[src/hdl/bbacq_regs.vh]
// Register indexes, field positions, reset values and timing for the acquisition register bank
`ifndef BBACQ_REGS_VH
`define BBACQ_REGS_VH

// ****************************************************************
// Register indexes (byte address = 4 * index)
// ****************************************************************
`define BBACQ_IDX_FAR_RATE      8'h5a
`define BBACQ_IDX_TIMELINE      8'h5c
`define BBACQ_IDX_THRESHOLD     8'h5e
`define BBACQ_IDX_LONG_SEED     8'h60
`define BBACQ_IDX_SHORT_SEED    8'h62
`define BBACQ_IDX_TEST_BUS      8'h64
`define BBACQ_IDX_SIG_QUALITY   8'h66
`define BBACQ_IDX_SIGNAL_FIELD  8'h68
`define BBACQ_IDX_SERVICE_FIELD 8'h6a
`define BBACQ_IDX_LENGTH_LOW    8'h6c
`define BBACQ_IDX_LENGTH_HIGH   8'h6e
`define BBACQ_IDX_CRC_LOW       8'h70

// ****************************************************************
// Field positions
// ****************************************************************
`define BBACQ_BIT_TOP           7
`define BBACQ_BIT_SEL           6
`define BBACQ_THR_MSB           5
`define BBACQ_SEED_MSB          6
`define BBACQ_FAR_SHIFT         5

// ****************************************************************
// Reset values
// ****************************************************************
`define BBACQ_RST_FAR_RATE      8'h00
`define BBACQ_RST_TIMELINE      8'h00
`define BBACQ_RST_THRESHOLD     8'h00
`define BBACQ_RST_LONG_SEED     8'h00
`define BBACQ_RST_SHORT_SEED    8'h00
`define BBACQ_THR_MAX           6'h3f
`define BBACQ_THR_MIN           6'h00

// ****************************************************************
// Timing
// ****************************************************************
`define BBACQ_FAR_WINDOW        65536
`define BBACQ_WIN_BITS          17
`define BBACQ_ALARM_BITS        16

`endif

[src/hdl/bbacq_reg_bank.v]
// APB register bank for baseband acquisition configuration and receive readback
`timescale 1ns/1ps
`include "bbacq_regs.vh"

// Overview of operation
// - Timeline disable bit set means skip long-preamble timeline, treat all preambles short.
// - Diversity metric select: 0 chooses H factors, 1 chooses signal strength.
// - Verify-cycle threshold is a 6-bit 3.3 unsigned value, 0 to 7.875.
// - With adaptation enabled, detect threshold tracks alarms; disabled, it stays programmed.
// - Gating bit 0 acquires on quality detector only; 1 needs energy detect too.
// - Programmed detect threshold drives initial detect and seeds the adaptation logic.
// - Target false alarm rate is N*32 per 2^16 cycles, used only when adapting.
// - Seven-bit long-preamble scrambler seed, top bit unused but writable.
// - Separate short-preamble seed; an outside select bit picks which seed applies.
// - Mux bit 0 returns set b on multiplexed readbacks, 1 returns set a.
// - Test bus readback returns the live test bus in both mux settings.
// - Quality readback: antenna A noise floor in set a, tracking SNR metric in b.
// - Signal field readback: antenna B noise floor in set a, header signal field in b.
// - Length low readback: Q DC offset in set a, length low byte in b.
// - Length high readback: multipath metric in set a, length high byte in b.
// - CRC low readback: multipath count in set a, header CRC low byte in b.
module bbacq_reg_bank #(
  parameter FAR_WINDOW = `BBACQ_FAR_WINDOW
) (
  input  wire        pclk,
  input  wire        presetn,
  input  wire        clk_en,
  input  wire        psel,
  input  wire        penable,
  input  wire        pwrite,
  input  wire [11:0] paddr,
  input  wire [31:0] pwdata,
  output reg  [31:0] prdata,
  output reg         pready,
  output reg         pslverr,
  input  wire        signal_quality_detector,
  input  wire        energy_detect_flag,
  input  wire        false_alarm_event,
  input  wire        preamble_select_control_reg,
  input  wire [7:0]  test_bus,
  input  wire [7:0]  noise_floor_antenna_a,
  input  wire [7:0]  noise_floor_antenna_b,
  input  wire [7:0]  tracking_snr_quality,
  input  wire [7:0]  rx_signal_field,
  input  wire [7:0]  rx_service_field,
  input  wire [15:0] rx_length_field,
  input  wire [7:0]  q_dc_offset,
  input  wire [7:0]  multipath_metric,
  input  wire [7:0]  multipath_count,
  input  wire [15:0] rx_header_crc,
  output reg         long_timeline_enable,
  output reg         diversity_metric_rssi,
  output reg  [5:0]  verify_threshold,
  output reg  [5:0]  detect_threshold,
  output reg         acquisition_trigger,
  output reg  [6:0]  scrambler_seed,
  output reg         all_preambles_short
);

  // ****************************************************************
  // Storage
  // ****************************************************************
  reg  [7:0]                     far_rate;
  reg  [7:0]                     timeline_cfg;
  reg  [7:0]                     threshold_cfg;
  reg  [7:0]                     long_seed;
  reg  [7:0]                     short_seed;
  reg  [5:0]                     adaptive_threshold;
  reg  [`BBACQ_WIN_BITS-1:0]     window_count;
  reg  [`BBACQ_ALARM_BITS-1:0]   alarm_count;

  // ****************************************************************
  // Address decode
  // ****************************************************************
  wire [7:0]                     reg_index;
  wire                           aligned;
  wire                           access_phase;
  wire                           write_commit;
  wire                           read_set_a;
  wire                           far_disabled;
  wire                           threshold_write;
  wire [`BBACQ_ALARM_BITS-1:0]   alarm_target;
  wire                           window_end;
  reg  [7:0]                     next_rdata;
  reg                            next_mapped;
  reg                            next_writable;
  wire [7:0]                     quality_sel;
  wire [7:0]                     signal_sel;
  wire [7:0]                     length_low_sel;
  wire [7:0]                     length_high_sel;
  wire [7:0]                     crc_low_sel;
  reg  [5:0]                     next_adaptive_threshold;
  reg  [`BBACQ_WIN_BITS-1:0]     next_window_count;
  reg  [`BBACQ_ALARM_BITS-1:0]   next_alarm_count;

  assign reg_index    = paddr[9:2];
  assign aligned      = (paddr[1:0] == 2'h0) && (paddr[11:10] == 2'h0);
  assign access_phase = psel && penable;
  // Writes land only at the edge where the master sees pready
  assign write_commit = access_phase && pready && pwrite && next_writable;
  assign read_set_a   = short_seed[`BBACQ_BIT_TOP];
  assign far_disabled = threshold_cfg[`BBACQ_BIT_TOP];
  assign threshold_write = write_commit && (reg_index == `BBACQ_IDX_THRESHOLD);
  assign alarm_target = {{(`BBACQ_ALARM_BITS-8-`BBACQ_FAR_SHIFT){1'b0}}, far_rate,
                         {`BBACQ_FAR_SHIFT{1'b0}}};
  assign window_end   = (window_count == FAR_WINDOW - 1);

  // ****************************************************************
  // Readback set selection
  // ****************************************************************
  // Mux bit high picks set a, low picks set b
  // Inputs are sampled live, no capture on read
  assign quality_sel     = read_set_a ? noise_floor_antenna_a : tracking_snr_quality;
  assign signal_sel      = read_set_a ? noise_floor_antenna_b : rx_signal_field;
  assign length_low_sel  = read_set_a ? q_dc_offset : rx_length_field[7:0];
  assign length_high_sel = read_set_a ? multipath_metric : rx_length_field[15:8];
  assign crc_low_sel     = read_set_a ? multipath_count : rx_header_crc[7:0];

  // ****************************************************************
  // Read multiplexer
  // ****************************************************************
  always @* begin
    next_rdata    = 8'h00;
    next_mapped   = 1'b0;
    next_writable = 1'b0;
    if (aligned) begin
      case (reg_index)
        `BBACQ_IDX_FAR_RATE: begin
          next_rdata    = far_rate;
          next_mapped   = 1'b1;
          next_writable = 1'b1;
        end
        `BBACQ_IDX_TIMELINE: begin
          next_rdata    = timeline_cfg;
          next_mapped   = 1'b1;
          next_writable = 1'b1;
        end
        `BBACQ_IDX_THRESHOLD: begin
          next_rdata    = threshold_cfg;
          next_mapped   = 1'b1;
          next_writable = 1'b1;
        end
        `BBACQ_IDX_LONG_SEED: begin
          next_rdata    = long_seed;
          next_mapped   = 1'b1;
          next_writable = 1'b1;
        end
        `BBACQ_IDX_SHORT_SEED: begin
          next_rdata    = short_seed;
          next_mapped   = 1'b1;
          next_writable = 1'b1;
        end
        `BBACQ_IDX_TEST_BUS: begin
          next_rdata  = test_bus;
          next_mapped = 1'b1;
        end
        `BBACQ_IDX_SIG_QUALITY: begin
          next_rdata  = quality_sel;
          next_mapped = 1'b1;
        end
        `BBACQ_IDX_SIGNAL_FIELD: begin
          next_rdata  = signal_sel;
          next_mapped = 1'b1;
        end
        `BBACQ_IDX_SERVICE_FIELD: begin
          // Same value in both sets
          next_rdata  = rx_service_field;
          next_mapped = 1'b1;
        end
        `BBACQ_IDX_LENGTH_LOW: begin
          next_rdata  = length_low_sel;
          next_mapped = 1'b1;
        end
        `BBACQ_IDX_LENGTH_HIGH: begin
          next_rdata  = length_high_sel;
          next_mapped = 1'b1;
        end
        `BBACQ_IDX_CRC_LOW: begin
          next_rdata  = crc_low_sel;
          next_mapped = 1'b1;
        end
        default: begin
          next_rdata    = 8'h00;
          next_mapped   = 1'b0;
          next_writable = 1'b0;
        end
      endcase
    end
  end

  // ****************************************************************
  // APB answer: one wait state, registered response
  // ****************************************************************
  always @(posedge pclk or negedge presetn) begin
    if (!presetn) begin
      pready  <= 1'b0;
      pslverr <= 1'b0;
    end else if (clk_en) begin
      if (access_phase && !pready) begin
        pready  <= 1'b1;
        pslverr <= !next_mapped;
      end else begin
        pready  <= 1'b0;
        pslverr <= 1'b0;
      end
    end
  end

  // Read data holds between transfers, cleared by a write
  always @(posedge pclk or negedge presetn) begin
    if (!presetn) begin
      prdata <= 32'h0000_0000;
    end else if (clk_en && access_phase && !pready) begin
      // Reads only sample inputs, nothing in the receiver changes
      prdata <= pwrite ? 32'h0000_0000 : {24'h00_0000, next_rdata};
    end
  end

  // ****************************************************************
  // Writable registers
  // ****************************************************************
  always @(posedge pclk or negedge presetn) begin
    if (!presetn) begin
      far_rate      <= `BBACQ_RST_FAR_RATE;
      timeline_cfg  <= `BBACQ_RST_TIMELINE;
      threshold_cfg <= `BBACQ_RST_THRESHOLD;
      long_seed     <= `BBACQ_RST_LONG_SEED;
      short_seed    <= `BBACQ_RST_SHORT_SEED;
    end else if (clk_en && write_commit) begin
      // Read-only indexes never reach here
      case (reg_index)
        `BBACQ_IDX_FAR_RATE: begin
          far_rate <= pwdata[7:0];
        end
        `BBACQ_IDX_TIMELINE: begin
          timeline_cfg <= pwdata[7:0];
        end
        `BBACQ_IDX_THRESHOLD: begin
          threshold_cfg <= pwdata[7:0];
        end
        `BBACQ_IDX_LONG_SEED: begin
          long_seed <= pwdata[7:0];
        end
        `BBACQ_IDX_SHORT_SEED: begin
          short_seed <= pwdata[7:0];
        end
        default: begin
          far_rate <= far_rate;
        end
      endcase
    end
  end

  // ****************************************************************
  // False alarm rate adaptation
  // ****************************************************************
  always @* begin
    next_window_count       = window_count;
    next_alarm_count        = alarm_count;
    next_adaptive_threshold = adaptive_threshold;
    if (far_disabled || threshold_write) begin
      // Restart from the programmed value
      next_window_count       = {`BBACQ_WIN_BITS{1'b0}};
      next_alarm_count        = {`BBACQ_ALARM_BITS{1'b0}};
      next_adaptive_threshold = threshold_write ? pwdata[`BBACQ_THR_MSB:0]
                                                : threshold_cfg[`BBACQ_THR_MSB:0];
    end else if (window_end) begin
      next_window_count = {`BBACQ_WIN_BITS{1'b0}};
      next_alarm_count  = {`BBACQ_ALARM_BITS{1'b0}};
      // Too many alarms raises the threshold, too few lowers it
      if (alarm_count > alarm_target) begin
        if (adaptive_threshold != `BBACQ_THR_MAX) begin
          next_adaptive_threshold = adaptive_threshold + 6'h01;
        end
      end else if (alarm_count < alarm_target) begin
        if (adaptive_threshold != `BBACQ_THR_MIN) begin
          next_adaptive_threshold = adaptive_threshold - 6'h01;
        end
      end
    end else begin
      next_window_count = window_count + {{(`BBACQ_WIN_BITS-1){1'b0}}, 1'b1};
      // Saturate so a stuck alarm cannot wrap the count
      if (false_alarm_event && (alarm_count != {`BBACQ_ALARM_BITS{1'b1}})) begin
        next_alarm_count = alarm_count + {{(`BBACQ_ALARM_BITS-1){1'b0}}, 1'b1};
      end
    end
  end

  always @(posedge pclk or negedge presetn) begin
    if (!presetn) begin
      window_count       <= {`BBACQ_WIN_BITS{1'b0}};
      alarm_count        <= {`BBACQ_ALARM_BITS{1'b0}};
      adaptive_threshold <= `BBACQ_THR_MIN;
    end else if (clk_en) begin
      window_count       <= next_window_count;
      alarm_count        <= next_alarm_count;
      adaptive_threshold <= next_adaptive_threshold;
    end
  end

  // ****************************************************************
  // Receiver controls
  // ****************************************************************
  // Each control lags its register or input by one enabled cycle
  always @(posedge pclk or negedge presetn) begin
    if (!presetn) begin
      long_timeline_enable <= 1'b0;
    end else if (clk_en) begin
      long_timeline_enable <= !timeline_cfg[`BBACQ_BIT_TOP];
    end
  end

  always @(posedge pclk or negedge presetn) begin
    if (!presetn) begin
      all_preambles_short <= 1'b0;
    end else if (clk_en) begin
      all_preambles_short <= timeline_cfg[`BBACQ_BIT_TOP];
    end
  end

  always @(posedge pclk or negedge presetn) begin
    if (!presetn) begin
      diversity_metric_rssi <= 1'b0;
    end else if (clk_en) begin
      diversity_metric_rssi <= timeline_cfg[`BBACQ_BIT_SEL];
    end
  end

  always @(posedge pclk or negedge presetn) begin
    if (!presetn) begin
      verify_threshold <= `BBACQ_THR_MIN;
    end else if (clk_en) begin
      verify_threshold <= timeline_cfg[`BBACQ_THR_MSB:0];
    end
  end

  always @(posedge pclk or negedge presetn) begin
    if (!presetn) begin
      detect_threshold <= `BBACQ_THR_MIN;
    end else if (clk_en) begin
      detect_threshold <= far_disabled ? threshold_cfg[`BBACQ_THR_MSB:0]
                                       : adaptive_threshold;
    end
  end

  always @(posedge pclk or negedge presetn) begin
    if (!presetn) begin
      acquisition_trigger <= 1'b0;
    end else if (clk_en) begin
      acquisition_trigger <= signal_quality_detector &&
                             (!threshold_cfg[`BBACQ_BIT_SEL] || energy_detect_flag);
    end
  end

  always @(posedge pclk or negedge presetn) begin
    if (!presetn) begin
      scrambler_seed <= 7'h00;
    end else if (clk_en) begin
      scrambler_seed <= preamble_select_control_reg ? short_seed[`BBACQ_SEED_MSB:0]
                                                    : long_seed[`BBACQ_SEED_MSB:0];
    end
  end

endmodule // bbacq_reg_bank

[config.mk]
export PLATFORM = sky130hd
export DESIGN_NAME = bbacq_reg_bank
export DESIGN_NICKNAME = d
export VERILOG_FILES = /design/src/hdl/bbacq_reg_bank.v
export VERILOG_INCLUDE_DIRS = /design/src /design/src/hdl
export SDC_FILE = /design/constraint.sdc
export NUM_CORES = 1
export LEC_CHECK = 0
export ABC_AREA = 1
export BUFFER_PORTS_ARGS = -buffer_cell sky130_fd_sc_hd__buf_2
export CAP_MARGIN = 25
export CELL_PAD_IN_SITES_DETAIL_PLACEMENT = 0
export CELL_PAD_IN_SITES_GLOBAL_PLACEMENT = 2
export CORE_ASPECT_RATIO = 0.6
export CORE_MARGIN = 3
export CORE_UTILIZATION = 28
export CTS_CLUSTER_DIAMETER = 80
export DETAILED_ROUTE_END_ITERATION = 12
export MAX_ROUTING_LAYER = met4
export PLACE_DENSITY_LB_ADDON = 0.1
export SETUP_SLACK_MARGIN = 0.5
export SYNTH_ARGS = -nofsm -noshare
export SYNTH_HDL_FRONTEND = slang
export SYNTH_SLANG_ARGS = --single-unit
[constraint.sdc]
create_clock -name pclk -period 2.9 [get_ports pclk]
set_input_delay 0 -clock pclk [delete_from_list [all_inputs] [get_ports pclk]]
set_output_delay 0 -clock pclk [all_outputs]
set_load 0.1 [all_outputs]
==> results.py <==
metrics = {
    "power": {
        "worst_ir_drop_vdd_v": 0.000243,
        "p_leak_nw": 4.45,
        "powerDensity_nw_per_um2": 401,
    },
    "timing": {
        "max_slew_margin_pct": 48.7,
        "worst_pin_slew_ns": 0.767,
        "finalHoldViolations": 0,
        "finalCriticalPeriod_ns": 2.41,
        "slew_violations": 0,
        "fin_setup_tns_ns": 0,
        "finClkSkew_ns": 0.0128,
        "grt_setup_unrepaired": "yes",
        "timing.hold.ws_ns": 0.0167,
        "max_freq_mhz": 415,
        "final-setup-viol-count": 0,
        "post-route-period-util_pct": 83.1,
    },
    "routing": {
        "wl_per_cell_um": 17.2,
        "first_pass_iters": 5,
        "routed_wl_mm": 26.2,
        "drc": 0,
        "vias": 7129,
        "drt_iter0_drc": 535,
        "avgViaCountPerCell": 4.68,
        "ant_nets": 0,
    },
    "global_routing": {
        "antenna_found_initial": 1,
        "grt_pass1_wl_mm": 40.4,
        "first_global_vias": 6780,
        "grt_max_degree": 61,
        "overflow": 0,
        "grt_use_total_pct": 20.0,
    },
    "yosys": {
        "synthCells": 1018,
        "ys_async_sr_fraction_pct": 100,
        "syn_area_per_cell_um2": 6.97,
        "ys_warn_count": 0,
        "syn_area_um2": 7100,
        "yosysUniqueCellTypes": 44,
        "ys_ff_latch": 112,
        "synth-seq-area-share_pct": 39.5,
        "synth-main-ff-cell": "dfrtp_1",
        "synth-edff-count": 0,
    },
    "die": {
        "io_pins": 215,
        "num_rows": 44,
        "dieHeight_um": 129,
        "dieArea_um2": 27400,
        "die_width_um": 212,
        "coreArea_um2": 24600,
        "initial_utilization_pct": 28.9,
    },
    "worst_setup_path": {
        "crit_family": "simple AND/OR/NAND/NOR gates",
        "worst-path-buf-inv": 2,
        "required_ns": 3.15,
        "startpoint_type": "register",
        "path_cells": "ha_4 > inv_2 > nor2_2 > nand2_2 > nor2_4 > nand2_2 > nand3_4 > nand2_8 > ha_4 > nand2_2 > inv_2 > nand4_1 > nand3_1 > nand2_1 > nand2_1 > nand3_1 > nand2_1 > o21ai_1 > nand2_1 > nand2_1",
        "r2r_slack_ns": 0.49,
        "cp.depth": 20,
        "crit_type": "reg -> reg",
        "worstPathMaxFanout": 6,
        "cp-endpoint": "adaptive_threshold[5]",
        "cpMaxStageDelayCell": "dfrtp_1",
        "r2r-start": "alarm_count[12]",
        "worst_r2r_endpoint": "adaptive_threshold[5]",
        "max_stage_delay_ns": 0.41,
        "arrival_ns": 2.67,
        "crit_path_start": "alarm_count[12]",
        "crit_top_cell": "nand2_1",
        "r2r_cells": 20,
        "cp-end-kind": "register",
    },
    "clocking": {
        "h-tree-depth": 3,
        "clkTransAtPathRegs_ns": 0.08,
        "cts_root_buf": "clkbuf_16",
        "cts.sinks": 112,
        "cts_buffer_depth": 2,
        "insertion_delay_ns": 0.37,
        "cts_tree": "built",
        "cts_buffers": 9,
    },
    "hold_path": {
        "worstHoldPathType": "in -> reg",
    },
    "cells_and_area": {
        "diodes": 0,
        "post-route-util_pct": 36.4,
        "nets": 1369,
        "syn_to_final_growth_pct": 26.0,
        "layout-drive-gt1-share_pct": 22.4,
    },
    "place": {
        "post-dp-hpwl_mm": 20.8,
        "io_buffers": 158,
        "routabilityCongestion": 0.813,
    },
    "flow_run": {
        "drv_cap": 0,
    },
    "status": {
        "outcome": "complete, no violations",
    },
}
-- cells in the mapped netlist, types with 2 or more instances --
cell       instances  area (um^2)
ha_1              15          188
o22ai_1            4         25.0
dfrtp_1          112         2800
nor4_1             2         12.5
o21ai_0           48          240
nand2_1          343         1290
buf_4             24          180
a31oi_1            8         50.1
inv_2              8         30.0
nand3b_1           5         37.5
a22o_1             4         35.0
nor2_4             3         33.8
nor2_2             5         31.3
o2111ai_1          5         43.8
nand3_4            2         35.0
or2_2              5         31.3
mux2i_1            4         40.0
o211ai_1           6         45.0
a21o_1             4         30.0
o21ai_1           34          170
nor2_1            96          360
nor3_1            34          170
nand2_2            2         12.5
clkbuf_1          17         63.8
clkinv_1           3         11.3
nand4_1           17          106
xnor2_1            4         35.0
buf_1              4         15.0
a21oi_1           30          150
nor3b_1            2         15.0
inv_1             94          353
buf_2              6         30.0
xor2_1            11         96.3
nand3_1           47          235
-- worst register-to-register path, delay by kind of cell, from the launching register on --
kind | cells | cell delay (ns)
adders and majority gates | 2 | 0.57
AOI/OAI and AO/OA | 1 | 0.05
DFF | 1 | 0.41
buffers and inverters | 2 | 0.07
and+or+nand+nor | 15 | 1.21
-- what timing repair did --
item | in CTS | in global routing
endpoints found under the hold margin | 40 | 0
hold buffers | 6 | 0
resized for setup | 11 | 31
setup buffers | 8 | 7
setup endpoints to repair | 4 | 37
pin swaps | 8 | 18
-- where the power goes --
part	internal [mW]	switching, mW
logic	0.152	0.438
clock network	0.786	0.623
registers	1.58	0.0170
-- cells in the final DEF (no fill, tap or decap), types with 6 or more instances in the layout --
cell and n:
nand2_2 11, conb_1 24, xor2_1 10, dfrtp_1 111, o21ai_1 35, inv_1 87, clkbuf_16 9, buf_2 157
inv_2 15, o21ai_0 47, ha_1 7, nor2_2 6, o211ai_1 6, buf_4 30, nor3_1 33, a21oi_1 29
dlygate4sd3_1 6, a31oi_1 8, nand4_1 17, nor2_1 94, nand3_1 44, ha_4 8, nand2_1 333
-- worst min-delay path by stage --
stage,from,end,slack [ns],cells past startpoint
floorplan,presetn,acquisition_trigger,-0.30,0
global placement,presetn,prdata[5],-0.002,1
detailed placement,presetn,prdata[5],-0.003,1
CTS,pwdata[4],far_rate[4],0.005,3
global route,pwdata[4],far_rate[4],0.07,3
finish,pwdata[4],timeline_cfg[4],0.02,3
-- metrics by stage --
stage	area, um^2	cells	total power, mW	setup slack [ns]
6_report	8950	1522	3.59	0.489
5_1_grt	8950	1522	3.75	0.298
4_1_cts	8760	1515	3.62	0.429
3_5_place_dp	8240	1485	2.19	0.241
3_3_place_gp	8240	1485	2.19	0.273
2_1_floorplan	7200	1041	2.01	0.548
-- logic make-up (layout without fill, tap and decap cells) --
| logic type | after synthesis | after routing | share of synthesized area (%) |
|---|---|---|---|
| muxes | 4 | 4 | 0.564 |
| DFF | 112 | 112 | 39.5 |
| adders and majority gates | 16 | 16 | 2.93 |
| buffers and inverters | 157 | 316 | 9.78 |
| AOI/OAI and AO/OA | 146 | 146 | 11.5 |
| and+or+nand+nor | 567 | 567 | 33.9 |
| xor gates and xnor gates | 15 | 15 | 1.85 |
| other | 1 | 24 | 0.0528 |
-- cell type report --
type	instances	area, um^2
Tap cell	322	403
Clock buffer	10	239
Clock inverter	6	90.1
Sequential cell	112	2800
Inverter	105	394
Fill cell	2693	15600
Multi-Input combinational cell	772	3910
Timing Repair Buffer	195	1110
-- registers in the layout, indices dropped and copies added (netlist names) --
register               cells
threshold_cfg              8
pslverr                    1
acquisition_trigger        1
verify_threshold           6
far_rate                   8
detect_threshold           6
long_seed                  8
short_seed                 8
adaptive_threshold         6
scrambler_seed             7
prdata                     8
diversity_metric_rssi      1
long_timeline_enable       1
all_preambles_short        1
window_count              17
pready                     1
timeline_cfg               8
alarm_count               16
-- routing by layer --
layer | global-route usage [%] | share of wire (%) | vias to the layer above
met1 | 33.8 | 58 | 3348
li1 | - | - | 3601
met4 | 2.24 | 0.48 | 0
met2 | 24.3 | 36 | 172
met3 | 3.19 | 5.8 | 8
met5 | - | 0 | -
Note: power is estimated with default switching activity, not from simulation.
